--- config.mk ---
export PLATFORM = sky130hd
export DESIGN_NAME = rss_top
export DESIGN_NICKNAME = d
export VERILOG_FILES = /design/src/rss_pkg.sv /design/src/rss_top.sv /design/src/rss_seg_tracker.sv
export VERILOG_INCLUDE_DIRS = /design/src /design/src/src
export SDC_FILE = /design/constraint.sdc
export NUM_CORES = 1
export LEC_CHECK = 0
export BUFFER_PORTS_ARGS = -buffer_cell sky130_fd_sc_hd__buf_2
export CAP_MARGIN = 5
export CORE_MARGIN = 3
export CORE_UTILIZATION = 45
export CTS_CLUSTER_SIZE = 25
export DETAILED_ROUTE_END_ITERATION = 8
export MAX_ROUTING_LAYER = met4
export PLACE_DENSITY = 0.79
export SLEW_MARGIN = 5
export SYNTH_ARGS = -nofsm -noshare
export SYNTH_HDL_FRONTEND = slang
export SYNTH_HIERARCHICAL = 1
export SYNTH_SLANG_ARGS = --single-unit
export TNS_END_PERCENT = 20
--- constraint.sdc ---
create_clock -name clk -period 2.8 [get_ports clk]
set_input_delay 0.56 -clock clk [delete_from_list [all_inputs] [get_ports clk]]
set_output_delay 0.56 -clock clk [all_outputs]
set_load 0.01 [all_outputs]
--- src/rss_params.svh ---
// Constants for the rename stall event selector
`ifndef RSS_PARAMS_SVH
`define RSS_PARAMS_SVH
`define RSS_CTRL_OFS      32'h0000_0000
`define RSS_STAT_OFS      32'h0000_0004
`define RSS_CTRL_RST      32'h0000_0000
`define RSS_CTRL_EVT_LSB  0
`define RSS_CTRL_UM_LSB   8
`define RSS_CTRL_EN_BIT   16
`define RSS_CTRL_MASK     32'h0001_ffff
`define RSS_EVT_ALIAS     8'hd2
`define RSS_EVT_SEG       8'hd4
`define RSS_UM_ROB        8'h01
`define RSS_UM_PART       8'h02
`define RSS_UM_FLAG       8'h04
`define RSS_UM_FP_STATUS_WORD       8'h08
`define RSS_UM_ANY        8'h0f
`define RSS_SEG_N         4
`define RSS_FLAG_W        6
`define RSS_FLAG_ALL      6'h3f
`define RSS_INC_ONE       2'h1
`define RSS_INC_FP_STATUS_WORD      2'h2
`define RSS_RESP_OKAY     2'h0
`define RSS_RESP_SLVERR   2'h2
`endif

--- src/rss_pkg.sv ---
// Types for the rename stall event selector
package rss_pkg;
  typedef enum logic [2:0] {
    RSS_SEL_NONE,
    RSS_SEL_ROB,
    RSS_SEL_PART,
    RSS_SEL_FLAG,
    RSS_SEL_FP_STATUS_WORD,
    RSS_SEL_RANY,
    RSS_SEL_SEG,
    RSS_SEL_SANY
  } rss_sel_t;
endpackage

--- src/rss_top.sv ---
// Event selection and qualification for alias table and segment rename stalls
// How it works
// Umask 02H of D2H counts cycles lengthened by a partly written register.
// Umask 04H of D2H counts flag stall cycles, partial flag stall included.
// Partial flag stall: subset flag write, then consumer needs unwritten flags.
// Umask 08H of D2H adds two per status word write.
// Umask 0FH of D2H counts cycles of any alias table stall cause.
// D4H umasks 01H..08H count rename stalls of one segment register.
// D4H umask 0FH counts rename stalls of any of four segments.
// Second update to an unretired renamed segment stalls front end until retire.
// Umask 01H of D2H counts every read port stall cycle, retries too.
// Selection checked each cycle; one increment at most; unlisted umasks count nothing.
//
// Added by the designer: the register offsets and the AXI4-Lite register port.
`timescale 1ns/1ns
`default_nettype none
`include "rss_params.svh"
module rss_top (
  input  wire logic                   clk,
  input  wire logic                   rst_n,
  input  wire logic [31:0]            s_axi_awaddr,
  input  wire logic                   s_axi_awvalid,
  output logic                        s_axi_awready,
  input  wire logic [31:0]            s_axi_wdata,
  input  wire logic [3:0]             s_axi_wstrb,
  input  wire logic                   s_axi_wvalid,
  output logic                        s_axi_wready,
  output logic [1:0]                  s_axi_bresp,
  output logic                        s_axi_bvalid,
  input  wire logic                   s_axi_bready,
  input  wire logic [31:0]            s_axi_araddr,
  input  wire logic                   s_axi_arvalid,
  output logic                        s_axi_arready,
  output logic [31:0]                 s_axi_rdata,
  output logic [1:0]                  s_axi_rresp,
  output logic                        s_axi_rvalid,
  input  wire logic                   s_axi_rready,
  input  wire logic                   reorder_read_port_stall,
  input  wire logic                   partial_register_stall_cond,
  input  wire logic                   flag_stall_other,
  input  wire logic                   flag_wr_valid,
  input  wire logic [`RSS_FLAG_W-1:0] flag_wr_mask,
  input  wire logic                   flag_use_valid,
  input  wire logic [`RSS_FLAG_W-1:0] flag_use_mask,
  input  wire logic                   fp_status_word_write,
  input  wire logic [`RSS_SEG_N-1:0]  seg_update,
  input  wire logic [`RSS_SEG_N-1:0]  seg_retire,
  output logic [`RSS_SEG_N-1:0]       seg_front_end_stall,
  output logic [1:0]                  count_inc
);
  logic [31:0]            ctrl_ff, nxt_ctrl;
  logic [31:0]            stat_ff, nxt_stat;
  logic                   aw_held_ff, nxt_aw_held, w_held_ff, nxt_w_held;
  logic [31:0]            aw_addr_ff, nxt_aw_addr, w_data_ff, nxt_w_data;
  logic [3:0]             w_strb_ff, nxt_w_strb;
  logic                   bvalid_ff, nxt_bvalid, rvalid_ff, nxt_rvalid;
  logic [1:0]             bresp_ff, nxt_bresp, rresp_ff, nxt_rresp;
  logic [31:0]            rdata_ff, nxt_rdata;
  logic                   arready_ff, nxt_arready;
  // Ready flags kept as their own flops so the outputs leave straight from registers
  logic                   awready_ff, wready_ff;
  logic                   do_write;
  logic [`RSS_FLAG_W-1:0] last_mask_ff, nxt_last_mask;
  logic                   last_partial_ff, nxt_last_partial;
  logic                   partial_flag_stall;
  logic                   flag_stall_cycles;
  logic [`RSS_SEG_N-1:0]  seg_start;
  logic [1:0]             inc_ff, nxt_inc;
  logic [7:0]             evt, umask;
  logic                   enabled;
  rss_pkg::rss_sel_t      sel;
  logic [1:0]             seg_idx;

  genvar gi;
  generate
    for (gi = 0; gi < `RSS_SEG_N; gi++)
    begin : g_seg
      rss_seg_tracker u_trk (
        .clk            (clk),
        .rst_n          (rst_n),
        .seg_update     (seg_update[gi]),
        .seg_retire     (seg_retire[gi]),
        .stall_ff       (seg_front_end_stall[gi]),
        .stall_start_ff (seg_start[gi])
      );
    end
  endgenerate

  // Register bus: address and data may arrive in either order
  always_comb
  begin
    do_write    = aw_held_ff & w_held_ff & ~bvalid_ff;
    nxt_aw_held = aw_held_ff;
    nxt_aw_addr = aw_addr_ff;
    nxt_w_held  = w_held_ff;
    nxt_w_data  = w_data_ff;
    nxt_w_strb  = w_strb_ff;
    nxt_bvalid  = bvalid_ff & ~s_axi_bready;
    nxt_bresp   = bresp_ff;
    nxt_ctrl    = ctrl_ff;
    if (s_axi_awvalid && !aw_held_ff)
    begin
      nxt_aw_held = 1'b1;
      nxt_aw_addr = s_axi_awaddr;
    end
    if (s_axi_wvalid && !w_held_ff)
    begin
      nxt_w_held = 1'b1;
      nxt_w_data = s_axi_wdata;
      nxt_w_strb = s_axi_wstrb;
    end
    if (do_write)
    begin
      nxt_aw_held = 1'b0;
      nxt_w_held  = 1'b0;
      nxt_bvalid  = 1'b1;
      nxt_bresp   = `RSS_RESP_OKAY;
      if ({aw_addr_ff[31:2], 2'b00} == `RSS_CTRL_OFS)
      begin
        for (int b = 0; b < 4; b++)
          if (w_strb_ff[b])
            nxt_ctrl[b*8 +: 8] = w_data_ff[b*8 +: 8];
        nxt_ctrl = nxt_ctrl & `RSS_CTRL_MASK;
      end
      else if ({aw_addr_ff[31:2], 2'b00} != `RSS_STAT_OFS)
        nxt_bresp = `RSS_RESP_SLVERR;
    end
  end

  always_comb
  begin
    nxt_rvalid  = rvalid_ff & ~s_axi_rready;
    nxt_rdata   = rdata_ff;
    nxt_rresp   = rresp_ff;
    nxt_arready = ~nxt_rvalid;
    if (s_axi_arvalid && arready_ff)
    begin
      nxt_rvalid  = 1'b1;
      nxt_arready = 1'b0;
      nxt_rresp   = `RSS_RESP_OKAY;
      if ({s_axi_araddr[31:2], 2'b00} == `RSS_CTRL_OFS)
        nxt_rdata = ctrl_ff;
      else if ({s_axi_araddr[31:2], 2'b00} == `RSS_STAT_OFS)
        nxt_rdata = stat_ff;
      else
      begin
        nxt_rdata = 32'h0000_0000;
        nxt_rresp = `RSS_RESP_SLVERR;
      end
    end
  end

  always_ff @(posedge clk or negedge rst_n)
  begin
    if (!rst_n)
    begin
      ctrl_ff    <= `RSS_CTRL_RST;
      aw_held_ff <= 1'b0;
      aw_addr_ff <= 32'h0000_0000;
      w_held_ff  <= 1'b0;
      w_data_ff  <= 32'h0000_0000;
      w_strb_ff  <= 4'h0;
      bvalid_ff  <= 1'b0;
      bresp_ff   <= 2'h0;
      rvalid_ff  <= 1'b0;
      rdata_ff   <= 32'h0000_0000;
      rresp_ff   <= 2'h0;
      arready_ff <= 1'b0;
      awready_ff <= 1'b1;
      wready_ff  <= 1'b1;
    end
    else
    begin
      ctrl_ff    <= nxt_ctrl;
      aw_held_ff <= nxt_aw_held;
      aw_addr_ff <= nxt_aw_addr;
      w_held_ff  <= nxt_w_held;
      w_data_ff  <= nxt_w_data;
      w_strb_ff  <= nxt_w_strb;
      bvalid_ff  <= nxt_bvalid;
      bresp_ff   <= nxt_bresp;
      rvalid_ff  <= nxt_rvalid;
      rdata_ff   <= nxt_rdata;
      rresp_ff   <= nxt_rresp;
      arready_ff <= nxt_arready;
      awready_ff <= ~nxt_aw_held;
      wready_ff  <= ~nxt_w_held;
    end
  end

  // Only the next flag consumer is compared against the last flag writer
  always_comb
  begin
    partial_flag_stall = last_partial_ff & flag_use_valid
                         & (|(flag_use_mask & ~last_mask_ff));
    flag_stall_cycles  = flag_stall_other | partial_flag_stall;
    nxt_last_mask      = last_mask_ff;
    nxt_last_partial   = last_partial_ff & ~flag_use_valid;
    if (flag_wr_valid)
    begin
      nxt_last_mask    = flag_wr_mask;
      nxt_last_partial = (flag_wr_mask != `RSS_FLAG_ALL);
    end
  end

  // Event decode, re-evaluated every cycle from the live control word
  always_comb
  begin
    evt     = ctrl_ff[`RSS_CTRL_EVT_LSB +: 8];
    umask   = ctrl_ff[`RSS_CTRL_UM_LSB +: 8];
    enabled = ctrl_ff[`RSS_CTRL_EN_BIT];
    sel     = rss_pkg::RSS_SEL_NONE;
    seg_idx = 2'h0;
    if (evt == `RSS_EVT_ALIAS)
    begin
      unique case (umask)
        `RSS_UM_ROB:  sel = rss_pkg::RSS_SEL_ROB;
        `RSS_UM_PART: sel = rss_pkg::RSS_SEL_PART;
        `RSS_UM_FLAG: sel = rss_pkg::RSS_SEL_FLAG;
        `RSS_UM_FP_STATUS_WORD: sel = rss_pkg::RSS_SEL_FP_STATUS_WORD;
        `RSS_UM_ANY:  sel = rss_pkg::RSS_SEL_RANY;
        default:      sel = rss_pkg::RSS_SEL_NONE;
      endcase
    end
    else if (evt == `RSS_EVT_SEG)
    begin
      unique case (umask)
        `RSS_UM_ROB:  begin sel = rss_pkg::RSS_SEL_SEG; seg_idx = 2'h0; end
        `RSS_UM_PART: begin sel = rss_pkg::RSS_SEL_SEG; seg_idx = 2'h1; end
        `RSS_UM_FLAG: begin sel = rss_pkg::RSS_SEL_SEG; seg_idx = 2'h2; end
        `RSS_UM_FP_STATUS_WORD: begin sel = rss_pkg::RSS_SEL_SEG; seg_idx = 2'h3; end
        `RSS_UM_ANY:  sel = rss_pkg::RSS_SEL_SANY;
        default:      sel = rss_pkg::RSS_SEL_NONE;
      endcase
    end
    nxt_inc = 2'h0;
    unique case (sel)
      rss_pkg::RSS_SEL_ROB:  if (reorder_read_port_stall) nxt_inc = `RSS_INC_ONE;
      rss_pkg::RSS_SEL_PART: if (partial_register_stall_cond) nxt_inc = `RSS_INC_ONE;
      rss_pkg::RSS_SEL_FLAG: if (flag_stall_cycles) nxt_inc = `RSS_INC_ONE;
      rss_pkg::RSS_SEL_FP_STATUS_WORD: if (fp_status_word_write) nxt_inc = `RSS_INC_FP_STATUS_WORD;
      rss_pkg::RSS_SEL_RANY:
        if (reorder_read_port_stall | partial_register_stall_cond
            | flag_stall_cycles | fp_status_word_write)
          nxt_inc = `RSS_INC_ONE;
      rss_pkg::RSS_SEL_SEG:  if (seg_start[seg_idx]) nxt_inc = `RSS_INC_ONE;
      rss_pkg::RSS_SEL_SANY: if (|seg_start) nxt_inc = `RSS_INC_ONE;
      rss_pkg::RSS_SEL_NONE: nxt_inc = 2'h0;
    endcase
    if (!enabled)
      nxt_inc = 2'h0;
    nxt_stat = {20'h0_0000, seg_front_end_stall, 3'h0, fp_status_word_write,
                flag_stall_cycles, partial_flag_stall, partial_register_stall_cond,
                reorder_read_port_stall};
  end

  always_ff @(posedge clk or negedge rst_n)
  begin
    if (!rst_n)
    begin
      last_mask_ff    <= `RSS_FLAG_ALL;
      last_partial_ff <= 1'b0;
      inc_ff          <= 2'h0;
      stat_ff         <= 32'h0000_0000;
    end
    else
    begin
      last_mask_ff    <= nxt_last_mask;
      last_partial_ff <= nxt_last_partial;
      inc_ff          <= nxt_inc;
      stat_ff         <= nxt_stat;
    end
  end

  assign s_axi_awready = awready_ff;
  assign s_axi_wready  = wready_ff;
  assign s_axi_bvalid  = bvalid_ff;
  assign s_axi_bresp   = bresp_ff;
  assign s_axi_arready = arready_ff;
  assign s_axi_rvalid  = rvalid_ff;
  assign s_axi_rdata   = rdata_ff;
  assign s_axi_rresp   = rresp_ff;
  assign count_inc     = inc_ff;

  a_part_reg : assert property (@(posedge clk) disable iff (!rst_n)
    (enabled && sel == rss_pkg::RSS_SEL_PART && partial_register_stall_cond)
    |=> count_inc == 2'h1) else $error("partial register cycle not counted");
  a_flag_cycle : assert property (@(posedge clk) disable iff (!rst_n)
    (enabled && sel == rss_pkg::RSS_SEL_FLAG && flag_use_valid && last_partial_ff
     && (|(flag_use_mask & ~last_mask_ff))) |=> count_inc == 2'h1)
    else $error("partial flag stall not counted as flag stall");
  a_flag_full : assert property (@(posedge clk) disable iff (!rst_n)
    (flag_wr_valid && flag_wr_mask == `RSS_FLAG_ALL) |=> !partial_flag_stall)
    else $error("partial flag stall after full flag write");
  a_fp_status_word_double : assert property (@(posedge clk) disable iff (!rst_n)
    (enabled && sel == rss_pkg::RSS_SEL_FP_STATUS_WORD && fp_status_word_write)
    |=> count_inc == 2'h2) else $error("status word write did not add two");
  a_alias_any : assert property (@(posedge clk) disable iff (!rst_n)
    (enabled && sel == rss_pkg::RSS_SEL_RANY && (reorder_read_port_stall
     || fp_status_word_write)) |=> count_inc == 2'h1)
    else $error("any alias stall not counted once");
  a_seg_one : assert property (@(posedge clk) disable iff (!rst_n)
    (enabled && sel == rss_pkg::RSS_SEL_SEG && seg_start[seg_idx])
    |=> count_inc == 2'h1) else $error("segment stall not counted");
  a_seg_any : assert property (@(posedge clk) disable iff (!rst_n)
    (enabled && sel == rss_pkg::RSS_SEL_SANY) |=> count_inc == {1'b0, $past(|seg_start)})
    else $error("any segment stall miscounted");
  a_rob_retry : assert property (@(posedge clk) disable iff (!rst_n)
    (enabled && sel == rss_pkg::RSS_SEL_ROB && reorder_read_port_stall)[*2]
    |=> count_inc == 2'h1 && $past(count_inc) == 2'h1)
    else $error("read port retry cycle not counted again");
  a_unlisted : assert property (@(posedge clk) disable iff (!rst_n)
    (sel == rss_pkg::RSS_SEL_NONE || !enabled) |=> count_inc == 2'h0)
    else $error("count with no event selected");
endmodule // rss_top
`default_nettype wire

--- src/rss_seg_tracker.sv ---
// Rename tracking and front end stall for one segment register
`timescale 1ns/1ns
`default_nettype none
module rss_seg_tracker (
  input  wire logic clk,
  input  wire logic rst_n,
  input  wire logic seg_update,
  input  wire logic seg_retire,
  output logic      stall_ff,
  output logic      stall_start_ff
);
  logic pending_ff;
  logic nxt_pending;
  logic nxt_stall;
  logic nxt_stall_start;

  // Front end holds seg_update high while stalled; retire releases it
  always_comb
  begin
    nxt_stall       = (stall_ff | (seg_update & pending_ff)) & ~seg_retire;
    nxt_stall_start = seg_update & pending_ff & ~seg_retire & ~stall_ff;
    if (seg_retire)
      nxt_pending = stall_ff | seg_update;
    else
      nxt_pending = pending_ff | seg_update;
  end

  always_ff @(posedge clk or negedge rst_n)
  begin
    if (!rst_n)
    begin
      pending_ff     <= 1'b0;
      stall_ff       <= 1'b0;
      stall_start_ff <= 1'b0;
    end
    else
    begin
      pending_ff     <= nxt_pending;
      stall_ff       <= nxt_stall;
      stall_start_ff <= nxt_stall_start;
    end
  end

  a_stall_holds : assert property (@(posedge clk) disable iff (!rst_n)
    (stall_ff && !seg_retire) |=> stall_ff)
    else $error("segment stall dropped before retire");
endmodule // rss_seg_tracker
`default_nettype wire

==> results of run 1 <==
[stage by stage]
stage	setup slack [ps]	util [%]	instance area, um2	hold WS, ps	std cells
floorplan	801	-	5280	264	422
global placement	662	54.8	6070	429	682
detailed placement	638	54.8	6070	440	682
CTS	601	59.8	6620	163	713
global route	471	59.8	6630	178	714
finish	593	59.8	6630	148	714
[cell type report]
type	instances	area [um2]
Antenna cell	1	2.50
Fill cell	883	4450
Clock inverter	8	67.6
Inverter	14	52.6
Clock buffer	23	488
Tap cell	140	175
Sequential cell	123	3090
Multi-Input combinational cell	254	1960
Timing Repair Buffer	151	793
[cell usage in the layout (no fill, tap or decap), types with 3 or more instances in the layout]
cell and instances:
clkbuf_16 17, nor2_1 8, clkinv_2 6, nand4_1 3
nand2_1 20, buf_2 141, or3_1 3, mux2i_1 10
dfstp_2 8, clkbuf_8 4, o21ai_0 18, dfrtp_1 115
a211o_1 5, o22ai_1 3, nor2b_1 5, mux2_2 73
nor3_1 10, or2_2 3, nand2b_1 8, nor4_1 17
xnor2_1 3, buf_4 9, nand3_1 5, a22o_1 7
inv_1 14, a21oi_1 6, conb_1 17
[worst max path at each step]
stage,startpoint,endpoint,slack [ps],cells after the start
finish,ctrl_ff[12]$_DFFE_PN0P_,count_inc[0]$_DFF_PN0_,590,6
global route,aw_addr_ff[26]$_DFFE_PN0P_,ctrl_ff[1]$_DFFE_PN0P_,470,6
CTS,ctrl_ff[12]$_DFFE_PN0P_,count_inc[0]$_DFF_PN0_,600,6
detailed placement,ctrl_ff[15]$_DFFE_PN0P_,count_inc[0]$_DFF_PN0_,640,6
global placement,s_axi_araddr[10],s_axi_rdata[15]$_DFFE_PN0P_,660,8
floorplan,ctrl_ff[15]$_DFFE_PN0P_,count_inc[0]$_DFF_PN0_,800,6
[critical path, delay by kind of cell (launching register included)]
| family | cells | cell delay (ps) |
|---|---|---|
| multiplexers | 1 | 240 |
| flip-flops | 1 | 400 |
| AO/OA/AOI/OAI | 3 | 490 |
| AND/OR/NAND/NOR | 2 | 940 |
[registers in the layout, summed over array words and instances, names as in the netlist, 2 cells and up]
name and cells:
ctrl_ff 17, s_axi_rdata 17, last_mask_ff 6, aw_addr_ff 30, count_inc 2, g_seg.u_trk/pending_ff 4
stat_ff 9, w_data_ff 17, g_seg.u_trk/stall_start_ff 4, w_strb_ff 3, g_seg.u_trk/stall_ff 4
[cell families (layout without fill, tap and decap cells)]
family / after synthesis / in the layout / synth area share, %
compound gates: 55 / 55 / 7.22
buf+inv: 45 / 196 / 4.51
mux: 83 / 83 / 17.7
xor+xnor: 5 / 5 / 0.840
flops: 123 / 123 / 59.2
other cells: 1 / 18 / 0.0719
simple gates: 94 / 94 / 10.5
[report_power, final]
group          switching (mW)  internal [mW]  leakage (nW)  total, mW
sequential              0.247           2.24          1.52       2.49
combinational           0.359          0.503          1.41      0.862
clock                   0.728           1.30         0.278       2.02
total                    1.33           4.04          3.20       5.38
[metal layers]
metal,vias to the layer above,part of all wire [%]
li1,1739,-
met1,1791,38
met2,146,52
met3,26,7.5
met4,0,2.4
met5,-,0
==> run metrics, run 1 <==
Worst VDD drop 0.568 mV; Synth Instances 406; Post-synth EDFFs 0; Syn. warnings 6; met3 GRT Util 6.37%; Clock Path Buffers 2; Power Dens Cells 811 nW/um2; I/O Buffers approximately 140; share of the synthesized area in the top cell type 55.2%; crit-path cells or4_4, nor4_1, mux2i_1, o22ai_1, a221oi_1, o22ai_1; largest net degree at the start of global routing 50; Final TNS setup 0 ps; final wirelength 11.8 mm; final net count roughly 690; Die W 114 um; Max-Cap Viols 0; top-count cell post-synth dfrtp_1; R2R Setup Slk 590 ps; ratio of cells with drive above 1 in the final layout around 48%; max_slew headroom 60.3%; vias in the first global route between 4000 and 5000; DPL Wire Length roughly 8.8 mm; #FFs+latches synth 123; Critical Path Max Stage Delay 600 ps; die area 12900 um2; worst path arrival time 2490 ps; initial DRC count 193; final hold violations 0; CTS tree yes; top cells by area, synth dfrtp_1 (55%), mux2_2 (16%), dfstp_2 (4.0%); distinct cell type count after synthesis 48; Worst EP required 3090 ps; max-slew violations 0; Clock Skew 6.22 ps; CTS root buf clkbuf_16; Slowest cell on crit path or4_4; Top Usage Layer GRT met2; Tot Pwr between 5 and 6 mW; worst r2r dst count_inc[0]$_DFF_PN0_; clock buffer count from CTS 17; Commonest cells post-synth dfrtp_1 (115), mux2_2 (73), nand2_1 (20); ANT nets after route 0; Seq/Total Area, Yosys 59.2%; PostCTS Resize Cnt 0; outcome complete, no violations; Leak 3.20 nW; global-route wire length before repair roughly 19 mm; worst min path class in2async; Via Count between 3000 and 4000; DR vias/cell 5.18; die height 114 um; Initial Utilization 47.1%; Worst Max-Slew Pin Slew 596 ps; post-CTS setup buffers 0; grt met2 use between 30% and 40%; cell row count 38; crit path max fanout 5; most frequent CP cell o22ai_1; critical path class reg2reg; area grow syn2layout 27.0%; Worst R2R Start ctrl_ff[12]$_DFFE_PN0P_; min cycle time layout 2210 ps; RSZ-0062 raised after global routing no; gr usage total about a fifth; Most used DFF post-synth dfrtp_1; crit path launch type register; H-tree levels 4; Skew-Pair Late Insertion Delay 420 ps; synthesized cell area 5220 um2; routability cong. around 0.80; core footprint approximately 11000 um2; cell taking the most area after synthesis dfrtp_1; DRC violations left 0; CP Capture Type register; wire per inst ~17 um; Syn Area/Cell 12.8 um2; Boundary Pins 180; # hold bufs at CTS 0; fmax 453 MHz; Final Setup Violations 0; met1 Track Usage GR 21.8%; initial antenna violation count 1; clock slew seen by the registers of the worst setup and hold paths approximately 50 ps; reg2reg path depth 6; first drt pass iteration count 4; GR Overflow Total 0; total clock sinks 123; part of the cycle the worst path needs 78.8%; Post-synth ARST share 100%
No activity file was read; power rests on OpenSTA's default activity.
==> run 2, diff against run 1 <==
- clock period: 2.8 -> 2.2 ns (I/O delays scaled with it)
==> run metrics, run 2 (synthesis results as in run 1) <==
vias in the first global route 3775 (-5.9%); wire length on met1 4.47 mm (+0.18%); # hold bufs at CTS 0 (unchanged); met2 routed WL 5.84 mm (-5.6%); clock slew seen by the registers of the worst setup and hold paths 50 ps (about the same); global-route wire length before repair 18.0 mm (-6.5%); routability cong. 0.807 (+1.4%); most common cell after layout, fill and taps aside buf_2; ratio of cells with drive above 1 in the final layout 48.0% (+0.35 points); Most flops, register aw_addr_ff; placement-stage cell area 6090 um2 (+0.45%); CP Capture Type register; max-slew violations 0 (unchanged); worst min path class in2async; DRC violations left 0 (unchanged); crit path launch type register; GR Overflow Total 0 (unchanged); largest net degree at the start of global routing 80 (+60%); Final Setup Violations 0 (unchanged); antenna diode count 0 (-1); Skew-Pair Late Insertion Delay 410 ps (about the same); total clock sinks 123 (unchanged); Clock Skew 7.71 ps (+1.49 ps); most frequent cells in the layout buf_2 (141), dfrtp_1 (115), mux2_2 (73); crit path max fanout 5 (unchanged); die area 12900 um2 (unchanged); H-tree levels 4 (unchanged); DPL Wire Length 8.54 mm (-2.9%); Finished Core Util 60.2% (+0.37 points); part of the cycle the worst path needs 96.7% (+18 points); min cycle time layout 2130 ps (-79.7 ps); Leak 3.21 nW (+0.29%); first drt pass iteration count 4 (unchanged); final net count 697 (+0.43%); core footprint 11100 um2 (unchanged); Boundary Pins 180 (unchanged); top routing layer in use met4; critical path class reg2reg; Clock Path Buffers 2 (unchanged); I/O Buffers 142 (unchanged); final hold violations 0 (unchanged); RSZ-0062 raised after global routing yes; Max-Cap Viols 0 (unchanged); reg2reg path depth 6 (unchanged); initial DRC count 162 (-16%); Die W 114 um (unchanged); final wirelength 11.4 mm (-3.8%); Via Count 3717 (+0.41%); CTS root buf clkbuf_16; cell row count 38 (unchanged); Worst VDD drop 0.835 mV (+47%); final hold slack 8.61 ps (-139 ps); initial antenna violation count 0 (-1); outcome complete, no violations; area grow syn2layout 27.8%; wire per inst 15.9 um (-3.7%); Initial Utilization 47.1% (unchanged); fmax 470 MHz (+3.7%); DR vias/cell 5.21 (+0.55%); gr usage total 18.9% (-1.4 points); WL met3 856 um (-3.1%); design area 6670 um2 (+0.62%); die height 114 um (unchanged); Worst EP required 2520 ps (-570 ps); CTS tree yes; max reg flops 30 (unchanged); Final TNS setup 0 ps (unchanged); worst path arrival time 2450 ps (-40 ps); clock buffer count from CTS 17 (unchanged); fillers 862 (-2.4%); Power Dens Cells 1010 nW/um2 (+25%); ANT nets after route 0 (unchanged)
[run 2: what timing repair did]
item	CTS	global route
setup buffers	0	1
endpoints found under the setup margin	1	17
pin swaps	0	4
resized for setup	1	5
[run 2: through the flow]
step / setup slack [ps] / power, mW / instances
after floorplan: 201 / 3.88 / 422
after CTS: 51.7 / 6.81 / 712
after global routing: -5.74 / 7.13 / 713
after global placement: 80.0 / 4.20 / 684
final: 72.2 / 6.75 / 713
after detailed placement: 13.4 / 4.30 / 684
[run 2: critical path, stage by stage, from the launching register on]
cell and delay [ps]:
dfrtp_1 400, or4_4 630, nor3_4 170, nand4_2 160
a21o_1 200, a211o_1 290, o22ai_1 190
[run 2: final timing paths]
path | start | end | slack (ps)
max reg2reg | ctrl_ff[14]$_DFFE_PN0P_ | count_inc[0]$_DFF_PN0_ | 70
max | ctrl_ff[14]$_DFFE_PN0P_ | count_inc[0]$_DFF_PN0_ | 70
min | rst_n | g_seg[3].u_trk/stall_ff$_DFF_PN0_ | 9
min in group clk | reorder_read_port_stall | stat_ff[0]$_DFF_PN0_ | 170
max in group asynchronous | rst_n | last_mask_ff[2]$_DFFE_PN1P_ | 1770
min reg2reg | g_seg[2].u_trk/stall_ff$_DFF_PN0_ | stat_ff[10]$_DFF_PN0_ | 450
[run 2: layout make-up]
cell class                 count  area, um2  area share, %
clock buffer                  25        485           7.28
multi-input combinational    254       2000           30.0
sequential                   123       3090           46.3
clock inverter                 3       40.0          0.601
timing repair buffer         154        828           12.4
tap                          140        175           2.63
inverter                      14       52.6          0.788
[run 2: report_power, final]
group	total [mW]	switching (mW)	internal (mW)
clock network	2.48	0.876	1.61
registers	3.17	0.318	2.86
logic	1.09	0.443	0.649
total	6.75	1.64	5.11
[run 2: per-layer routing]
metal	track usage, %	up-vias
met2	30.9	151
li1	-	1749
met1	21.5	1798
met4	7.61	0
met5	-	-
met3	6.05	19
==> run 3, diff against run 2 <==
- PLACE_DENSITY: 0.79 -> 0.77
==> run metrics, run 3 (synthesis results as in run 1) <==
DPL Wire Length 8.75 mm (+2.5%); worst r2r dst count_inc[0]$_DFF_PN0_; Clock Skew 10.6 ps (+2.85 ps); crit path launch type register; routability cong. 0.842 (+4.3%); fmax 462 MHz (-1.7%); vias in the first global route 3962 (+5.0%); top cell family by delay on the critical path simple AND/OR/NAND/NOR gates; DR vias/cell 5.17 (-0.79%); Worst EP required 2510 ps (about the same); initial DRC count 196 (+21%); critical path buffer and inverter count 0 (unchanged); placement-stage cell area 6100 um2 (about the same); CTS root buf clkbuf_16; worst setup margin 35.2 ps (-36.9 ps); Worst VDD drop 0.734 mV (-12%); Slowest cell on crit path or4_4; Cell Int Power 5.34 mW (+4.4%); crit-path cells or4_4, nor3_4, nand4_2, a21o_1, a211o_1, o22ai_1; R2R Setup Slk 40 ps (-40 ps); final hold violations 0 (unchanged); worst min path class in2async; cell row count 38 (unchanged); # hold bufs at CTS 0 (unchanged); switching portion of total power 24.5% (+0.20 points); outcome complete, no violations; Initial Utilization 47.1% (unchanged); final net count 695 (-0.29%); Worst Max-Slew Pin Slew approximately 500 ps; clock buffer count from CTS 17 (unchanged); design area 6720 um2 (+0.84%); part of the cycle the worst path needs 98.4% (+1.7 points); total clock sinks 123 (unchanged); ratio of cells with drive above 1 in the final layout 48.3% (+0.35 points); Crit path depth 6 (unchanged); Finished Core Util 60.7% (+0.51 points); critical path class reg2reg; Gate power share 15.7% (-0.5 points); largest net degree at the start of global routing 46 (-43%); Reg power frac 44.8% (-2.2 points); antenna diode count 0 (unchanged); global-route wire length before repair 18.8 mm (+4.4%); Clock Path Buffers 2 (unchanged); CTS tree yes; crit path max fanout 5 (unchanged); worst path arrival time 2480 ps (+30 ps); switching power total 1.73 mW (+5.5%); Leak 3.23 nW (+0.39%); Most flops, register aw_addr_ff; ANT nets after route 0 (unchanged); Max-Cap Viols 0 (unchanged); gr usage total 19.4% (+0.53 points); max reg flops 30 (unchanged); most frequent cells in the layout buf_2 (141), dfrtp_1 (115), mux2_2 (73); final wirelength 11.7 mm (+3.2%); Skew-Pair Late Insertion Delay 410 ps (about the same); GR Overflow Total 0 (unchanged); Place WS 29.9 ps (+16.5 ps); core footprint 11100 um2 (unchanged); Power Dens Cells 1050 nW/um2 (+3.8%); DRC violations left 0 (unchanged); Via Count 3698 (-0.51%); Boundary Pins 180 (unchanged); max_slew headroom 66.1%; die height 114 um (unchanged); max-slew violations 0 (unchanged); Worst R2R Start ctrl_ff[15]$_DFFE_PN0P_; clock slew seen by the registers of the worst setup and hold paths 60 ps (about the same); I/O Buffers 142 (unchanged); min cycle time layout 2160 ps (+36.9 ps); die area 12900 um2 (unchanged); first drt pass iteration count 4 (unchanged); most common cell after layout, fill and taps aside buf_2; Critical Path Max Stage Delay 620 ps (about the same); H-tree levels 4 (unchanged); clock power share 39.5% (+2.7 points); Die W 114 um (unchanged); reg2reg path depth 6 (unchanged); area grow syn2layout 28.9%; CP Capture Type register; initial antenna violation count 0 (unchanged); fillers 881 (+2.2%); Final Setup Violations 0 (unchanged); RSZ-0062 raised after global routing yes; wire per inst 16.4 um (+2.9%)
==> run 3: power groups by stage <==
stage                     clock, mW  combinational (mW)  sequential (mW)
after floorplan                   0               0.774             3.10
after global placement            0                1.06             3.15
after detailed placement          0                1.12             3.19
after CTS                      2.85                1.13             3.16
after global routing           2.93                1.23             3.24
final                          2.79                1.11             3.16
==> run 3: per-stage QoR <==
step	power, mW	hold slack (ps)	cells	TNS (ps)
2_1_floorplan	3.88	144	422	0
3_3_place_gp	4.21	430	683	0
3_5_place_dp	4.31	443	683	0
4_1_cts	7.14	8.00	715	0
5_1_grt	7.40	31.2	715	-24.1
6_report	7.06	4.11	715	0
==> run 3: how the worst max path moves through the flow <==
stage | slack [ps] | from | end
CTS | 5 | ctrl_ff[15]$_DFFE_PN0P_ | count_inc[0]$_DFF_PN0_
global route | -20 | ctrl_ff[15]$_DFFE_PN0P_ | count_inc[0]$_DFF_PN0_
finish | 40 | ctrl_ff[15]$_DFFE_PN0P_ | count_inc[0]$_DFF_PN0_
global placement | 80 | ctrl_ff[15]$_DFFE_PN0P_ | count_inc[0]$_DFF_PN0_
floorplan | 200 | ctrl_ff[15]$_DFFE_PN0P_ | count_inc[0]$_DFF_PN0_
detailed placement | 30 | ctrl_ff[15]$_DFFE_PN0P_ | count_inc[0]$_DFF_PN0_
==> run 3: final cells by class <==
type / count / area [um2] / share of cell area (%)
multi-input combinational: 254 / 1980 / 29.4
clock inverter: 11 / 144 / 2.14
tap: 140 / 175 / 2.61
inverter: 14 / 52.6 / 0.782
sequential: 123 / 3090 / 45.9
timing repair buffer: 152 / 826 / 12.3
clock buffer: 21 / 460 / 6.85
==> run 3: routing by layer <==
metal / track usage (%) / vias up / part of all wire [%]
li1: - / 1745 / -
met1: 21.2 / 1794 / 38
met2: 33.5 / 144 / 52
met3: 6.42 / 15 / 8.6
met4: 6.17 / 0 / 1.1
met5: - / - / 0
==> run 3: timing repair <==
item | CTS | global route
hold endpoints to repair | 0 | 0
endpoints found under the setup margin | 0 | 17
resized for setup | 0 | 3
setup buffers | 0 | 0
